File: config.mk
export PLATFORM = sky130hd
export DESIGN_NAME = irq_ctrl
export DESIGN_NICKNAME = d
export VERILOG_FILES = /design/src/logic/irq_ctrl_pkg.sv /design/src/logic/irq_ctrl.sv
export SDC_FILE = /design/constraint.sdc
export NUM_CORES = 1
export LEC_CHECK = 0
export BUFFER_PORTS_ARGS = -buffer_cell sky130_fd_sc_hd__clkbuf_2
export CAP_MARGIN = 20
export CELL_PAD_IN_SITES_DETAIL_PLACEMENT = 0
export CELL_PAD_IN_SITES_GLOBAL_PLACEMENT = 1
export CORE_AREA = 5 5 115 117
export DETAILED_ROUTE_END_ITERATION = 6
export DIE_AREA = 0 0 120 122
export GPL_TIMING_DRIVEN = 0
export PLACE_DENSITY = 0.92
export SLEW_MARGIN = 25
export SYNTH_ARGS = -nofsm -noshare
export SYNTH_HDL_FRONTEND = slang
export SYNTH_SLANG_ARGS = --single-unit
File: constraint.sdc
create_clock -name core_clk -period 5.85 [get_ports core_clk]
set_input_delay 1.17 -clock core_clk [delete_from_list [all_inputs] [get_ports core_clk]]
set_output_delay 1.17 -clock core_clk [all_outputs]
set_load 0.01 [all_outputs]
File: src/logic/irq_ctrl_pkg.sv
// Constants, register indices and source table for the prioritized interrupt controller.
package irq_ctrl_pkg;
  localparam int          NUM_BITS   = 24;
  localparam int          NUM_SRC    = 12;
  localparam logic [9:0]  IDX_POSTED0 = 10'h0DA;
  localparam logic [9:0]  IDX_POSTED1 = 10'h0DB;
  localparam logic [9:0]  IDX_POSTED2 = 10'h0DC;
  localparam logic [9:0]  IDX_SOFTPOST = 10'h0DE;
  localparam logic [9:0]  IDX_MASK2  = 10'h0DF;
  localparam logic [9:0]  IDX_MASK0  = 10'h0E0;
  localparam logic [9:0]  IDX_MASK1  = 10'h0E1;
  localparam logic [9:0]  IDX_VECTOR = 10'h0E2;
  localparam logic [23:0] IMPL_MASK  = 24'h16_60FD;
  localparam logic [23:0] FLAGS_RESET = 24'h00_0000;
  localparam logic [23:0] MASK_RESET = 24'h00_0000;
  localparam int          SOFT_POST_BIT = 7;
  localparam int          GIE_BIT    = 0;
  // Bit index into the flat 24-bit flag space, listed from highest to lowest priority.
  localparam logic [4:0]  SRC_BIT [NUM_SRC] = '{5'h00, 5'h02, 5'h03, 5'h04, 5'h07, 5'h05,
                                                5'h0D, 5'h0E, 5'h11, 5'h12, 5'h14, 5'h06};
  localparam logic [7:0]  SRC_VEC [NUM_SRC] = '{8'h04, 8'h0C, 8'h10, 8'h14, 8'h18, 8'h1C,
                                                8'h34, 8'h38, 8'h44, 8'h48, 8'h50, 8'h64};
  localparam logic [3:0]  DISPATCH_LAST = 4'hC;
  localparam logic [3:0]  STEP_PUSH_PCH = 4'h0;
  localparam logic [3:0]  STEP_PUSH_PCL = 4'h1;
  localparam logic [3:0]  STEP_PUSH_FLG = 4'h2;
  localparam logic [3:0]  STEP_CLR_FLG  = 4'h3;
  localparam logic [3:0]  STEP_LOAD_PC  = 4'h4;
  typedef enum logic [1:0] {
    ST_IDLE     = 2'b01,
    ST_DISPATCH = 2'b10
  } disp_state_e;
endpackage : irq_ctrl_pkg

File: src/logic/irq_ctrl.sv
// Prioritized interrupt controller with APB registers and CPU dispatch sequencer.
//
// The APB interface to the registers is this design's own decision.
module irq_ctrl
  import irq_ctrl_pkg::*;
(
  input  wire logic        core_clk,
  input  wire logic        resetn,
  input  wire logic        psel,
  input  wire logic        penable,
  input  wire logic        pwrite,
  input  wire logic [11:0] paddr,
  input  wire logic [31:0] pwdata,
  output logic      [31:0] prdata,
  output logic             pready,
  output logic             pslverr,
  input  wire logic [23:0] srcEvent,
  input  wire logic [7:0]  cpuFlags,
  input  wire logic [15:0] programCounter,
  input  wire logic        instrDone,
  output logic             irqRequest,
  output logic             dispatchBusy,
  output logic             stackPush,
  output logic      [7:0]  stackData,
  output logic             flagsClear,
  output logic             pcLoad,
  output logic      [15:0] pcLoadValue
);

  logic [23:0]  posted_q;
  logic [23:0]  posted_d;
  logic [23:0]  mask_q;
  logic         softPost_q;
  logic [31:0]  prdata_q;
  logic         pslverr_q;
  logic [23:0]  pending;
  logic [7:0]   winVec;
  logic [4:0]   winBit;
  logic         winValid;
  logic         irqActive;
  logic         dispatchStart;
  disp_state_e  state_q;
  logic [3:0]   step_q;
  logic [7:0]   vecSave_q;
  logic [15:0]  pcSave_q;
  logic [7:0]   flagSave_q;
  logic         stackPush_q;
  logic [7:0]   stackData_q;
  logic         flagsClear_q;
  logic         pcLoad_q;
  logic [15:0]  pcLoadValue_q;
  logic [9:0]   regIdx;
  logic         addrAligned;
  logic         regWrite;
  logic         setupRead;
  logic [23:0]  flagLanes;
  logic [23:0]  maskLanes;
  logic [23:0]  wdata24;
  logic [23:0]  swClear;
  logic [23:0]  swSet;
  logic [23:0]  takenClear;
  logic [23:0]  vectorClear;
  logic [23:0]  allClear;
  logic         vectorWrite;
  logic         mapped;
  logic [7:0]   readByte;

  assign regIdx      = paddr[11:2];
  assign addrAligned = (paddr[1:0] == 2'b00);
  assign regWrite    = psel && penable && pwrite && mapped;
  assign setupRead   = psel && !penable;
  assign wdata24     = {3{pwdata[7:0]}};
  assign pready      = 1'b1;
  assign prdata      = prdata_q;
  assign pslverr     = pslverr_q;

  always_comb begin
    mapped    = addrAligned;
    flagLanes = 24'h00_0000;
    maskLanes = 24'h00_0000;
    readByte  = 8'h00;
    unique case (regIdx)
      IDX_POSTED0: begin
        flagLanes = 24'h00_00FF;
        readByte  = posted_q[7:0];
      end
      IDX_POSTED1: begin
        flagLanes = 24'h00_FF00;
        readByte  = posted_q[15:8];
      end
      IDX_POSTED2: begin
        flagLanes = 24'hFF_0000;
        readByte  = posted_q[23:16];
      end
      IDX_SOFTPOST: begin
        readByte = {softPost_q, 7'h00};
      end
      IDX_MASK0: begin
        maskLanes = 24'h00_00FF;
        readByte  = mask_q[7:0];
      end
      IDX_MASK1: begin
        maskLanes = 24'h00_FF00;
        readByte  = mask_q[15:8];
      end
      IDX_MASK2: begin
        maskLanes = 24'hFF_0000;
        readByte  = mask_q[23:16];
      end
      IDX_VECTOR: begin
        readByte = winVec;
      end
      default: begin
        mapped = 1'b0;
      end
    endcase
  end

  assign vectorWrite = regWrite && (regIdx == IDX_VECTOR);

  // Only the documented bit positions exist; reserved bits stay zero and read as zero.
  assign pending = posted_q & mask_q & IMPL_MASK;

  // Scan from lowest priority upward so the highest priority left standing wins.
  always_comb begin
    winVec   = 8'h00;
    winBit   = 5'h00;
    winValid = 1'b0;
    for (int i = NUM_SRC - 1; i >= 0; i--) begin
      if (pending[SRC_BIT[i]]) begin
        winVec   = SRC_VEC[i];
        winBit   = SRC_BIT[i];
        winValid = 1'b1;
      end
    end
  end

  // Recomputed every cycle, so an unmask or a rising global enable takes effect at once.
  assign irqActive     = winValid && cpuFlags[GIE_BIT];
  assign irqRequest    = irqActive;
  assign dispatchStart = (state_q == ST_IDLE) && instrDone && irqActive;

  always_comb begin
    swClear     = 24'h00_0000;
    swSet       = 24'h00_0000;
    takenClear  = 24'h00_0000;
    vectorClear = 24'h00_0000;
    if (regWrite && !softPost_q) begin
      swClear = flagLanes & ~wdata24;
    end
    if (regWrite && softPost_q) begin
      swSet = flagLanes & wdata24;
    end
    if (dispatchStart) begin
      takenClear[winBit] = 1'b1;
    end
    if (vectorWrite) begin
      vectorClear = pending;
    end
  end

  assign allClear = swClear | takenClear | vectorClear;
  // A hardware event in the same cycle as any clear keeps its flag; nothing is lost.
  assign posted_d = ((posted_q & ~allClear) | srcEvent | swSet) & IMPL_MASK;

  always_ff @(posedge core_clk or negedge resetn) begin
    if (!resetn) begin
      posted_q <= FLAGS_RESET;
    end else begin
      posted_q <= posted_d;
    end
  end

  always_ff @(posedge core_clk or negedge resetn) begin
    if (!resetn) begin
      mask_q <= MASK_RESET;
    end else if (regWrite) begin
      mask_q <= ((mask_q & ~maskLanes) | (wdata24 & maskLanes)) & IMPL_MASK;
    end
  end

  always_ff @(posedge core_clk or negedge resetn) begin
    if (!resetn) begin
      softPost_q <= 1'b0;
    end else if (regWrite && (regIdx == IDX_SOFTPOST)) begin
      softPost_q <= pwdata[SOFT_POST_BIT];
    end
  end

  // Read data is captured in the setup cycle, so the slave never needs a wait state.
  // A refused access returns zero, so a misaligned address never shows a neighbour's contents.
  always_ff @(posedge core_clk or negedge resetn) begin
    if (!resetn) begin
      prdata_q  <= 32'h0000_0000;
      pslverr_q <= 1'b0;
    end else if (setupRead) begin
      prdata_q  <= {24'h00_0000, (mapped ? readByte : 8'h00)};
      pslverr_q <= !mapped;
    end
  end

  always_ff @(posedge core_clk or negedge resetn) begin
    if (!resetn) begin
      state_q <= ST_IDLE;
      step_q  <= 4'h0;
    end else begin
      unique case (state_q)
        ST_IDLE: begin
          step_q <= 4'h0;
          if (dispatchStart) begin
            state_q <= ST_DISPATCH;
          end
        end
        ST_DISPATCH: begin
          step_q <= step_q + 4'h1;
          if (step_q == DISPATCH_LAST) begin
            state_q <= ST_IDLE;
          end
        end
      endcase
    end
  end

  assign dispatchBusy = (state_q == ST_DISPATCH);

  always_ff @(posedge core_clk or negedge resetn) begin
    if (!resetn) begin
      vecSave_q  <= 8'h00;
      pcSave_q   <= 16'h0000;
      flagSave_q <= 8'h00;
    end else if (dispatchStart) begin
      vecSave_q  <= winVec;
      pcSave_q   <= programCounter;
      flagSave_q <= cpuFlags;
    end
  end

  always_ff @(posedge core_clk or negedge resetn) begin
    if (!resetn) begin
      stackPush_q   <= 1'b0;
      stackData_q   <= 8'h00;
      flagsClear_q  <= 1'b0;
      pcLoad_q      <= 1'b0;
      pcLoadValue_q <= 16'h0000;
    end else begin
      stackPush_q  <= dispatchBusy && (step_q <= STEP_PUSH_FLG);
      flagsClear_q <= dispatchBusy && (step_q == STEP_CLR_FLG);
      pcLoad_q     <= dispatchBusy && (step_q == STEP_LOAD_PC);
      if (dispatchBusy && (step_q == STEP_PUSH_PCH)) begin
        stackData_q <= pcSave_q[15:8];
      end else if (dispatchBusy && (step_q == STEP_PUSH_PCL)) begin
        stackData_q <= pcSave_q[7:0];
      end else if (dispatchBusy && (step_q == STEP_PUSH_FLG)) begin
        stackData_q <= flagSave_q;
      end
      if (dispatchBusy && (step_q == STEP_LOAD_PC)) begin
        pcLoadValue_q <= {8'h00, vecSave_q};
      end
    end
  end

  assign stackPush   = stackPush_q;
  assign stackData   = stackData_q;
  assign flagsClear  = flagsClear_q;
  assign pcLoad      = pcLoad_q;
  assign pcLoadValue = pcLoadValue_q;
endmodule : irq_ctrl

## Word level (Yosys, flattened, before mapping)

Cells that the tools add are included.

- $add $sub $neg: 1
- Order comparisons: 3
- Equality and inequality tests: 17
- Mux-type cells: 54
- Bitwise gates (word level): 14
- Reductions and logical operators: 26

Operators by type and width:

| operator | count |
|---|---|
| bitwise AND 21 bit | 6 |
| one-hot mux 21 bit (3 select lines) | 2 |
| two-way mux 8 bit | 15 |
| OR 21 bit | 5 |
| two-way mux 21 bit | 4 |
| == test 10 x 8 -> 1 bit, second input constant | 8 |
| one-hot mux 8 bit (8 select lines) | 1 |
| inverter 21 bit | 3 |
| two-way mux 5 bit | 11 |
| logical AND 1 bit | 18 |
| two-way mux 1 bit | 14 |
| == test 4 x 2 -> 1 bit, second input constant | 2 |
| one-hot mux 4 bit (2 select lines) | 1 |
| OR reduction 8 bit | 1 |
| two-way mux 7 bit | 1 |
| < comparator 5 x 6 -> 1 bit, second input constant | 1 |
| demux 1 bit (select 5 bit) | 1 |
| >= comparator 5 x 1 -> 1 bit, second input constant | 1 |
| adder 4 x 1 -> 4 bit, second input constant | 1 |
| == test 4 x 1 -> 1 bit, second input constant | 1 |
| == test 4 x 3 -> 1 bit, second input constant | 1 |
| == test 4 bit, second input constant | 1 |
| <= comparator 4 x 2 -> 1 bit, second input constant | 1 |
| zero test 4 bit | 1 |
| other kinds (11) | 14 |

- Register bits after elaboration: 91
- Bits of input ports: 98
- Output and inout bits: 63
- Word-level logic and storage cells: 130

## Logic depth before layout (Yosys ltp)

Gate-level depths: netlist (run 1).

- Depth after elaboration: 24
- Mapped depth: 8
- Mapped depth without buffers: 7

## Least setup slack after synthesis (run 1)

Ideal clock, no wire load.

- Path type: input-to-reg
- Start point: in paddr[7]
- End point: reg prdata_q[1] (netlist: prdata[1])
- Arrival: 2.582 ns
- Data required time: 5.758 ns
- Slack: 3.176 ns
- Stages on the path: 7
- Cell sequence: and2b_1 -> and4_1 -> a21boi_1 -> o21ai_1 -> or4_1 -> buf_2 -> o31ai_2

- Word-level cells in the longest chain between the ends: 4
- Elaborated cells between the ends (all ways): 12
- Those cells by class: eq/ne: 8; mux: 3; reduce/logical: 1

RTL lines:

| element | RTL line | source |
|---|---|---|
| start, declared | irq_ctrl.sv:12 | `input wire logic [11:0] paddr,` |
| == test 10 x 8 -> 1 bit | irq_ctrl.sv:82 | `unique case (regIdx)` |
| OR reduction 8 bit (no source line) | n/a |  |
| two-way mux 1 bit | irq_ctrl.sv:82 |  |
| two-way mux 8 bit * | irq_ctrl.sv:197 | `prdata_q <= {24'h00_0000, (mapped ? readByte : 8'h00)};` |
| end signal, assigned | irq_ctrl.sv:197 |  |
| end, declared | irq_ctrl.sv:34 | `logic [31:0] prdata_q;` |

Every way passes the cells marked *; elsewhere a longest branch is shown, timed or not.
A chain may end at the register's enable or synchronous reset.

==> summary.md, run 1 <==
| Metric | Value |
|---|---|
| Status | `complete, but fails checks` |
| Failing checks | `DRC` |
| Placed instance area | `5430 sq um` |
| Top-area cell type share of the netlist area | `0.450` |
| Post-DP HPWL | `9850 um` |
| Synth warn | `0` |
| Critical Path RT | `4680 ps` |
| Post-CTS Setup Inserts | `0` |
| P_int | `1.07 mW` |
| Die Wd | `120 um` |
| Final hold slack | `481 ps` |
| H-tree depth | `3` |
| Distinct cells, synth | `59` |
| Multiplexer share of the synthesized area | `0.0978` |
| Leakage | `2.77 nW` |
| Wire length after detailed routing | `12800 um` |
| EDFF count, synth | `0` |
| Worst Slack Setup Final | `2560 ps` |
| Crit start category | `register` |
| Inst Count DP | `762` |
| Clk buf depth | `2` |
| Final #Nets | `725` |
| Initial DRC count | `386` |
| Tcrit/Tclk final | `0.562` |
| # hold bufs at CTS | `0` |
| Synth top area cells | `dfrtp_1, nand2_1, buf_4, mux2_1, mux2_2` |
| DRT antenna net count | `0` |
| # clock sinks | `85` |
| Post-Syn Area per Cell | `9.51 sq um` |
| Synth Cell Area | `4670 sq um` |
| TritonRoute pass-1 iters | `7` |
| HP Class | `reg -> reg` |
| Post-synth top cells | `dfrtp_1, nand2_1, buf_4` |
| Sw Ratio | `0.331` |
| Vias | `4112` |
| IO Port Bufs | `87` |
| Gate Count Post-Synth | `491` |
| Peak VDD IR | `0.000153 V` |
| Complex-gate fraction of the synthesized area | `0.173` |
| Area growth from synthesis to layout | `22.1%` |
| Setup TNS | `0 ps` |
| Sw Pwr | `0.532 mW` |
| Resized Gates After CTS | `0` |
| Max_slew headroom | `0.399` |
| Worst-path clk slew | `60 ps` |
| First-pass GRT wire length | `20600 um` |
| Number of vias per cell | `5.29` |
| Top-Level Pins | `161` |
| Reg power frac | `0.420` |
| Die Height | `122 um` |
| Dominant cell type by area after synthesis | `dfrtp_1` |
| Power Density | `282 nW/um^2` |
| Row count | `41` |
| Worst slack at placement | `2660 ps` |
| Setup Skew | `6.47 ps` |
| Clock power frac | `0.333` |
| Tmin final | `3290 ps` |
| Simple-Gate Fraction of Synth Area | `0.176` |
| Combinational Power Share | `0.247` |
| Total gr overflow | `0` |
| Routability cong. | `0.895` |
| Final setup violation count | `0` |
| Crit end category | `primary output` |
| Tot GR Track Use | `0.179` |
| Slew Limit Fails | `0` |
| Post-Synth XOR/XNOR Area | `0.00375` |
| Fill count | `1194` |
| #FFs+latches synth | `85` |
| F_max | `0.304 GHz` |
| Sequential fraction of the synthesis area | `0.456` |
| Largest family of logic cells by synthesized area | `simple AND/OR/NAND/NOR gates` |
| Starting density of the core | `0.381` |
| Final Hold Viols | `0` |
| Root Driver | `clkbuf_16` |
| Ys async rst share | `1.00` |
| Vias in the first global route | `4047` |
| Max_cap viols | `0` |
| Critical path type | `reg -> out` |
| WL/cell | `16.5 um` |
| Clock buffer count from CTS | `9` |
| Pin count of the biggest net entering global routing | `86` |
| Crit path DAT | `2120 ps` |
| ANT cells | `0` |
| Worst Max-Slew Pin Slew | `895 ps` |
| RSZ-0062 raised after global routing | `false` |
| Ys flop type | `dfrtp_1` |
| Core ar. | `12300 sq um` |
| Finished Cell Area | `5700 sq um` |
| Worst-Skew Late Latency | `350 ps` |
| Initial antenna violation count | `0` |
| Die ar. | `14600 sq um` |
| Critical Path Fanout Max | `7` |
| Post-synthesis adder-cell area fraction | `0.0107` |
| Number of remaining DRC errors | `6` |
| Layout cells sized above 1 | `0.264` |
| Most common cell in the netlist | `dfrtp_1` |
| Final Instance Count excl. Fillers | `778` |
| CTS tree | `yes` |
critical path, cell delays in order, from the launching register on:
cell and delay, ps:
dfrtp_1 450, a22oi_1 510, nand4_1 280, nor2_1 310
nor2b_1 80, clkbuf_2 130
through the flow:
step	util	power (mW)
final	0.465	1.61
after global routing	0.465	1.71
after CTS	0.465	1.62
after detailed placement	0.443	1.08
after global placement	0.442	1.07
after floorplan	-	0.933
path summary, 6_finish.rpt:
check / from / to / slack (ps) / depth (start not counted)
min reg2reg: vecSave_q[4] / pcLoadValue[4] / 480 / 2
max: register / irqRequest / 2560 / 5
max in group asynchronous: resetn / posted_q[17] / 4500 / 1
min in group asynchronous: resetn / flagSave_q[5] / 840 / 1
max reg2reg: register / pcSave_q[11] / 3350 / 5
min: vecSave_q[4] / pcLoadValue[4] / 480 / 2
per-layer routing:
metal  vias to the layer above  GRT usage  wire (um)
met2                       168      0.298       6270
met5                         -          0          0
met3                        30     0.0511        871
li1                       1958          -          -
met1                      1956      0.222       5330
met4                         0     0.0651        330
cell families after synthesis:
logic type	Yosys count
flops	85
buf+inv	64
mux	41
xor+xnor	2
fa+ha+maj	4
compound gates	127
other cells	2
simple gates	166
cell type report:
cell class | instances | area, sq um | area share
inverter | 13 | 48.8 | 0.00856
buffer | 51 | 332 | 0.0581
sequential | 85 | 2130 | 0.373
clock buffer | 9 | 225 | 0.0395
multi-input combinational | 376 | 2290 | 0.401
tap | 150 | 188 | 0.0329
clock inverter | 7 | 48.8 | 0.00856
timing repair buffer | 87 | 444 | 0.0779
placed cells by master, fill, tap and decap left out, types with 3 or more instances in the layout:
| master | netlist | final |
|---|---|---|
| clkbuf_16 | 0 | 9 |
| and2_1 | 7 | 7 |
| conb_1 | 2 | 36 |
| dfrtp_1 | 84 | 84 |
| buf_2 | 4 | 4 |
| a31oi_1 | 3 | 3 |
| o22ai_1 | 10 | 10 |
| clkbuf_1 | 11 | 11 |
| and4_1 | 3 | 3 |
| nor3_1 | 10 | 10 |
| nor2_1 | 18 | 18 |
| o211ai_1 | 9 | 9 |
| a21oi_1 | 17 | 17 |
| mux2_1 | 22 | 22 |
| buf_4 | 36 | 36 |
| o221ai_1 | 4 | 4 |
| nand2_1 | 80 | 80 |
| nor3b_1 | 5 | 5 |
| nand3_1 | 9 | 9 |
| mux2i_1 | 4 | 4 |
| inv_1 | 13 | 13 |
| a21boi_0 | 6 | 6 |
| a22oi_1 | 10 | 10 |
| nor2b_1 | 3 | 3 |
| nand4_1 | 4 | 4 |
| o21ai_1 | 15 | 15 |
| clkbuf_2 | 0 | 86 |
| nand2b_1 | 10 | 10 |
| ha_1 | 4 | 4 |
| or3_1 | 4 | 4 |
| o21ai_0 | 33 | 33 |
| mux2_2 | 15 | 15 |
| clkinv_2 | 0 | 3 |
power groups by stage:
stage | Combinational (mW) | Clock (mW) | Sequential (mW)
floorplan | 0.240 | 0 | 0.693
global placement | 0.387 | 0 | 0.682
detailed placement | 0.396 | 0 | 0.685
CTS | 0.399 | 0.551 | 0.675
global route | 0.446 | 0.578 | 0.681
finish | 0.398 | 0.534 | 0.675
Power figures use the tool's default switching activity.
==> inputs of run 2 (changes only) <==
--- a/config.mk
+++ b/config.mk
@@ -5,15 +5,16 @@
 export SDC_FILE = /design/constraint.sdc
 export NUM_CORES = 1
 export LEC_CHECK = 0
+export ABC_AREA = 1
 export BUFFER_PORTS_ARGS = -buffer_cell sky130_fd_sc_hd__clkbuf_2
 export CAP_MARGIN = 20
 export CELL_PAD_IN_SITES_DETAIL_PLACEMENT = 0
 export CELL_PAD_IN_SITES_GLOBAL_PLACEMENT = 1
-export CORE_AREA = 5 5 115 117
+export CORE_AREA = 5 5 130 132
 export DETAILED_ROUTE_END_ITERATION = 6
-export DIE_AREA = 0 0 120 122
+export DIE_AREA = 0 0 135 137
 export GPL_TIMING_DRIVEN = 0
-export PLACE_DENSITY = 0.92
+export PLACE_DENSITY = 0.85
 export SLEW_MARGIN = 25
 export SYNTH_ARGS = -nofsm -noshare
 export SYNTH_HDL_FRONTEND = slang
==> constraint.sdc (replaced) <==
create_clock -name core_clk -period 2.88 [get_ports core_clk]
set_input_delay 0.576 -clock core_clk [delete_from_list [all_inputs] [get_ports core_clk]]
set_output_delay 0.576 -clock core_clk [all_outputs]
set_load 0.01 [all_outputs]
==> run 2 against run 1 <==
Compared with the run above: the flow now finishes without violations; final cell count is 32% higher; count of clock-buffer cells in the layout grew 1; sequential cell count stayed put; highest routed layer unchanged; worst hold slack lost 220 ps; first-iteration DRC count shrank 34%.
==> summary.md, run 2 <==
| Metric | Value |
|---|---|
| Post-synthesis adder-cell area fraction | `0.0100` |
| Worst-Skew Late Latency | `350 ps` |
| Die Wd | `135 um` |
| Area growth from synthesis to layout | `23.6%` |
| Number of remaining DRC errors | `0` |
| Top-area cell type share of the netlist area | `0.420` |
| Vias in the first global route | `4291` |
| Power Density | `519 nW/um^2` |
| Ys flop type | `dfrtp_1` |
| Sequential fraction of the synthesis area | `0.425` |
| RSZ-0062 raised after global routing | `false` |
| Die Height | `137 um` |
| Setup TNS | `0 ps` |
| Commonest non-fill, non-tap cell in the layout | `nand2_1` |
| Starting density of the core | `0.321` |
| Final Instance Count excl. Fillers | `1024` |
| Crit start category | `register` |
| Resized Gates After CTS | `0` |
| Worst R2R Start | `step_q[0]` |
| EDFF count, synth | `0` |
| IO Port Bufs | `88` |
| Critical Path RT | `2300 ps` |
| Post-CTS Setup Inserts | `0` |
| Commonest non-fill, non-tap cells in the layout | `nand2_1, clkbuf_2, dfrtp_1, inv_1, nor2_1` |
| CTS tree | `yes` |
| Peak VDD IR | `0.000300 V` |
| FF-to-FF End | `stackData[5]` |
| Pin count of the biggest net entering global routing | `86` |
| Synth warn | `0` |
| Slowest CP cell | `dfrtp_1` |
| Clk buf depth | `2` |
| Row count | `46` |
| Top-Level Pins | `161` |
| Critical Path Fanout Max | `5` |
| Routability cong. | `0.859` |
| DRT antenna net count | `0` |
| Largest family of logic cells by synthesized area | `simple AND/OR/NAND/NOR gates` |
| Tcrit/Tclk final | `0.773` |
| HP Class | `in -> async` |
| Initial DRC count | `255` |
| Tmin final | `2230 ps` |
| Crit end category | `primary output` |
| Wire length after detailed routing | `13400 um` |
| Final #Nets | `905` |
| Clock buffer count from CTS | `9` |
| Ys async rst share | `1.00` |
| Synth Cell Area | `5010 sq um` |
| ANT cells | `0` |
| Synth top area cells | `dfrtp_1, nand2_1, inv_1, nor2_1, buf_4` |
| Post-Syn Area per Cell | `7.48 sq um` |
| Core ar. | `15600 sq um` |
| TritonRoute pass-1 iters | `5` |
| #FFs+latches synth | `85` |
| Final setup violation count | `0` |
| F_max | `0.449 GHz` |
| Vias | `4490` |
| Inst Count DP | `1008` |
| # hold bufs at CTS | `0` |
| Worst-path clk slew | `60 ps` |
| Post-synth top cells | `nand2_1, dfrtp_1, inv_1` |
| Die ar. | `18500 sq um` |
| Gate Count Post-Synth | `669` |
| Worst Max-Slew Pin Slew | `805 ps` |
| Layout cells sized above 1 | `0.226` |
| H-tree depth | `3` |
| CP max stage delay | `420 ps` |
| Number of vias per cell | `4.38` |
| Multiplexer share of the synthesized area | `0.0112` |
| Total gr overflow | `0` |
| Distinct cells, synth | `40` |
| Fill count | `1657` |
| # clock sinks | `85` |
| Post-Synth XOR/XNOR Area | `0` |
| Max_cap viols | `0` |
| Reg2reg path depth | `6` |
| Complex-gate fraction of the synthesized area | `0.112` |
| CP Cell Sequence | `nand2_1, nand3_1, nor2_1, nand3_1, nand2_1, inv_1, clkbuf_2` |
| Leakage | `3.40 nW` |
| Max_slew headroom | `0.459` |
| WL/cell | `13.1 um` |
| Critical path type | `reg -> out` |
| Placed instance area | `5880 sq um` |
| R2R Setup Slk | `770 ps` |
| Initial antenna violation count | `0` |
| Most common cell in the netlist | `nand2_1` |
| Dominant cell type by area after synthesis | `dfrtp_1` |
| Finished Cell Area | `6190 sq um` |
| Root Driver | `clkbuf_16` |
| Setup Skew | `9.90 ps` |
| Total chip power | `3.21 mW` |
| Status | `finished clean` |
| First-pass GRT wire length | `21500 um` |
| Final Hold Viols | `0` |
| Simple-Gate Fraction of Synth Area | `0.309` |
| Slew Limit Fails | `0` |
| Post-DP HPWL | `10600 um` |
| Final hold slack | `262 ps` |
| Crit path DAT | `1650 ps` |
| Tot GR Track Use | `0.147` |
## run 2: cell count changes in the layout (fill, tap and decap cells not counted), sizes merged, moves of 10 or more
cell	before	now
a22oi	10	0
inv	15	85
mux2	37	5
nand2	80	187
nand2b	10	0
nand3	9	58
nor2	18	83
## run 2: logic make-up after synthesis
| family | after synthesis |
|---|---|
| simple gates | 348 |
| buf+inv | 133 |
| compound gates | 92 |
| flops | 85 |
| mux | 5 |
| fa+ha+maj | 4 |
| other cells | 2 |
## run 2: routing by layer
metal	vias to the layer above	share of wire	GRT usage
met1	2017	0.46	0.196
met4	0	0.013	0.0392
met5	-	0	0
li1	2336	-	-
met3	13	0.054	0.0327
met2	124	0.47	0.242
## run 2: worst max-delay path by stage
stage / slack [ps] / endpoint / cells after the start / from
floorplan: 1020 / register / 13 / paddr[7]
global placement: 230 / posted_q[6] / 1 / resetn
detailed placement: 390 / posted_q[5] / 11 / paddr[4]
CTS: 630 / irqRequest / 7 / register
global route: 490 / stackData[2] / 6 / step_q[0]
finish: 650 / irqRequest / 7 / register
## run 2: through the flow
| step | setup slack, ps | util |
|---|---|---|
| 2_1_floorplan | 1020 | - |
| 3_3_place_gp | 230 | 0.375 |
| 3_5_place_dp | 391 | 0.377 |
| 4_1_cts | 626 | 0.397 |
| 5_1_grt | 491 | 0.397 |
| 6_report | 653 | 0.397 |
## run 2: final cells by class
| cell class | count | area [sq um] | share of cell area |
|---|---|---|---|
| inverters | 86 | 323 | 0.0522 |
| clock buffers | 10 | 239 | 0.0386 |
| multi-input cells | 485 | 2350 | 0.379 |
| repair buffers | 89 | 477 | 0.0770 |
| well taps | 216 | 270 | 0.0437 |
| flip-flops and latches | 85 | 2130 | 0.344 |
| clock inverters | 6 | 70.1 | 0.0113 |
| plain buffers | 47 | 334 | 0.0540 |
## run 2: worst max-delay path, delay by kind of cell, from the launching register on
kind / cells / cell delay [ps]
flip-flops: 1 / 420
buffers and inverters: 2 / 160
AND/OR/NAND/NOR: 5 / 730
## run 2: power by group
part / internal (mW) / switching (mW)
Clock: 0.703 / 0.500
Combinational: 0.241 / 0.440
Sequential: 1.27 / 0.0534
==> inputs of run 3 (changes only) <==
--- a/config.mk
+++ b/config.mk
@@ -10,11 +10,11 @@
 export CAP_MARGIN = 20
 export CELL_PAD_IN_SITES_DETAIL_PLACEMENT = 0
 export CELL_PAD_IN_SITES_GLOBAL_PLACEMENT = 1
-export CORE_AREA = 5 5 130 132
+export CORE_AREA = 5 5 124 126
 export DETAILED_ROUTE_END_ITERATION = 6
-export DIE_AREA = 0 0 135 137
+export DIE_AREA = 0 0 129 131
 export GPL_TIMING_DRIVEN = 0
-export PLACE_DENSITY = 0.85
+export PLACE_DENSITY = 0.88
 export SLEW_MARGIN = 25
 export SYNTH_ARGS = -nofsm -noshare
 export SYNTH_HDL_FRONTEND = slang
==> constraint.sdc (replaced) <==
create_clock -name core_clk -period 2.2 [get_ports core_clk]
set_input_delay 0.44 -clock core_clk [delete_from_list [all_inputs] [get_ports core_clk]]
set_output_delay 0.44 -clock core_clk [all_outputs]
set_load 0.01 [all_outputs]
==> run 3 against run 2 <==
Compared with the run above: final cell count fell by 3.2%; sequential cell count did not move; critical path type unchanged; largest power group unchanged; critical endpoint unchanged; largest cell class unchanged; power rose by 28%.
==> summary.md, run 3 (synthesis results as in run 2) <==
| Metric | Value |
|---|---|
| TritonRoute pass-1 iters | `5` |
| CTS tree | `yes` |
| Final setup violation count | `0` |
| Status | `finished clean` |
| Leakage | `3.39 nW` |
| RSZ-0062 raised after global routing | `false` |
| Number of vias per cell | `4.55` |
| Clock buffer count from CTS | `9` |
| FF-to-FF End | `pcLoadValue[3]` |
| Slew Limit Fails | `0` |
| Crit start category | `register` |
| Initial DRC count | `277` |
| Bufs and invs on worst path | `2` |
| Peak VDD IR | `0.000317 V` |
| Worst Max-Slew Pin Slew | `690 ps` |
| R2R Setup Slk | `170 ps` |
| Final #Nets | `904` |
| Row count | `44` |
| Number of remaining DRC errors | `0` |
| Total gr overflow | `0` |
| Worst-path clk slew | `60 ps` |
| Crit end category | `primary output` |
| Sw Ratio | `0.318` |
| Critical Path Fanout Max | `4` |
| IO Port Bufs | `88` |
| Clock power frac | `0.360` |
| Die ar. | `16900 sq um` |
| Post-DP HPWL | `10400 um` |
| CP top delay family | `simple AND/OR/NAND/NOR gates` |
| Power Density | `670 nW/um^2` |
| F_max | `0.488 GHz` |
| Sw Pwr | `1.31 mW` |
| # clock sinks | `85` |
| Reg power frac | `0.423` |
| # hold bufs at CTS | `0` |
| Max_slew headroom | `0.540` |
| Crit path DAT | `1610 ps` |
| Starting density of the core | `0.352` |
| P_int | `2.80 mW` |
| DRT antenna net count | `0` |
| First-pass GRT wire length | `21100 um` |
| Commonest non-fill, non-tap cells in the layout | `nand2_1, clkbuf_2, dfrtp_1, inv_1, nor2_1` |
| WL/cell | `13.2 um` |
| Area growth from synthesis to layout | `22.4%` |
| CP Cell Sequence | `nand2_1, nand3_1, nor2_2, nand3_1, nand2_1, inv_1, clkbuf_2` |
| Layout cells sized above 1 | `0.234` |
| Root Driver | `clkbuf_16` |
| Routability cong. | `0.872` |
| Commonest non-fill, non-tap cell in the layout | `nand2_1` |
| Core ar. | `14200 sq um` |
| Initial antenna violation count | `0` |
| Wire length after detailed routing | `13100 um` |
| Critical path type | `reg -> out` |
| Worst slack at placement | `-97.7 ps` |
| CP max stage delay | `420 ps` |
| Final Hold Viols | `0` |
| Tcrit/Tclk final | `0.931` |
| Slowest CP cell | `dfrtp_1` |
| Vias in the first global route | `4268` |
| Worst Slack Setup Final | `152 ps` |
| Critical Path RT | `1760 ps` |
| Worst-Skew Late Latency | `340 ps` |
| Pin count of the biggest net entering global routing | `86` |
| Worst R2R Start | `step_q[0]` |
| HP Class | `in -> async` |
| ANT cells | `0` |
| Die Wd | `129 um` |
| Die Height | `131 um` |
| Setup Skew | `9.30 ps` |
| Max_cap viols | `0` |
| Combinational Power Share | `0.216` |
| Fill count | `1491` |
| Top-Level Pins | `161` |
| Tot GR Track Use | `0.159` |
| H-tree depth | `3` |
| Reg2reg path depth | `5` |
| Clk buf depth | `2` |
| Vias | `4509` |
| Final Util | `0.431` |
| Tmin final | `2050 ps` |
-- run 3: cell types whose count changed in the layout (fill, tap and decap cells not counted), moves of 2 or more --
cell	previous run	this run
clkbuf_1	5	3
clkbuf_2	87	89
inv_6	1	3
nand2_1	183	181
nand2_2	2	4
-- run 3: metrics by stage --
| stage | area (sq um) | TNS, ps | cells | hold WS, ps | power [mW] |
|---|---|---|---|---|---|
| after global routing | 6130 | 0 | 991 | 194 | 4.35 |
| after CTS | 6100 | 0 | 991 | 173 | 4.15 |
| after floorplan | 5130 | 0 | 703 | 144 | 2.36 |
| after global placement | 5800 | -23180 | 975 | 455 | 2.64 |
| after detailed placement | 5810 | -525 | 975 | 465 | 2.65 |
| final | 6130 | 0 | 991 | 151 | 4.11 |
-- run 3: repair_timing --
action	4_1_cts	5_1_grt
setup endpoints to repair	0	46
resized for setup	0	10
buffers inserted	0	0
hold endpoints to repair	0	0
-- run 3: worst register-to-register path, cell delays in order, from the launching register on --
cell and delay (ps):
dfrtp_1 430, inv_1 100, ha_1 240, clkinv_1 300, nor4_4 460, mux2_2 390
-- run 3: cell type report --
class | count | area [sq um] | share of cell area
Clock inverter | 6 | 52.6 | 0.00857
Multi-Input combinational cell | 485 | 2370 | 0.386
Tap cell | 184 | 230 | 0.0376
Clock buffer | 10 | 239 | 0.0390
Timing Repair Buffer | 88 | 449 | 0.0733
Buffer | 47 | 339 | 0.0553
Inverter | 86 | 323 | 0.0527
Sequential cell | 85 | 2130 | 0.347
-- run 3: power by group through the flow --
| stage | Clock (mW) | Sequential (mW) | Combinational, mW |
|---|---|---|---|
| floorplan | 0 | 1.78 | 0.576 |
| global placement | 0 | 1.76 | 0.872 |
| detailed placement | 0 | 1.77 | 0.884 |
| CTS | 1.52 | 1.74 | 0.889 |
| global route | 1.58 | 1.75 | 1.02 |
| finish | 1.48 | 1.74 | 0.888 |
-- run 3: worst max-delay path by stage --
stage	slack (ps)	end	cells after the start
after floorplan	440	pcLoadValue[2]	5
after global placement	-270	asynchronous set/reset pin	1
after detailed placement	-100	posted_q[5]	11
after CTS	60	irqRequest	7
after global routing	3	posted_q[7]	12
final	150	irqRequest	7
-- run 3: routing by layer --
| metal | GRT usage | vias up | share of wire |
|---|---|---|---|
| met4 | 0.0426 | 0 | 0.015 |
| met3 | 0.0374 | 15 | 0.058 |
| met2 | 0.268 | 128 | 0.48 |
| met5 | 0 | - | 0 |
| li1 | - | 2342 | - |
| met1 | 0.204 | 2024 | 0.45 |
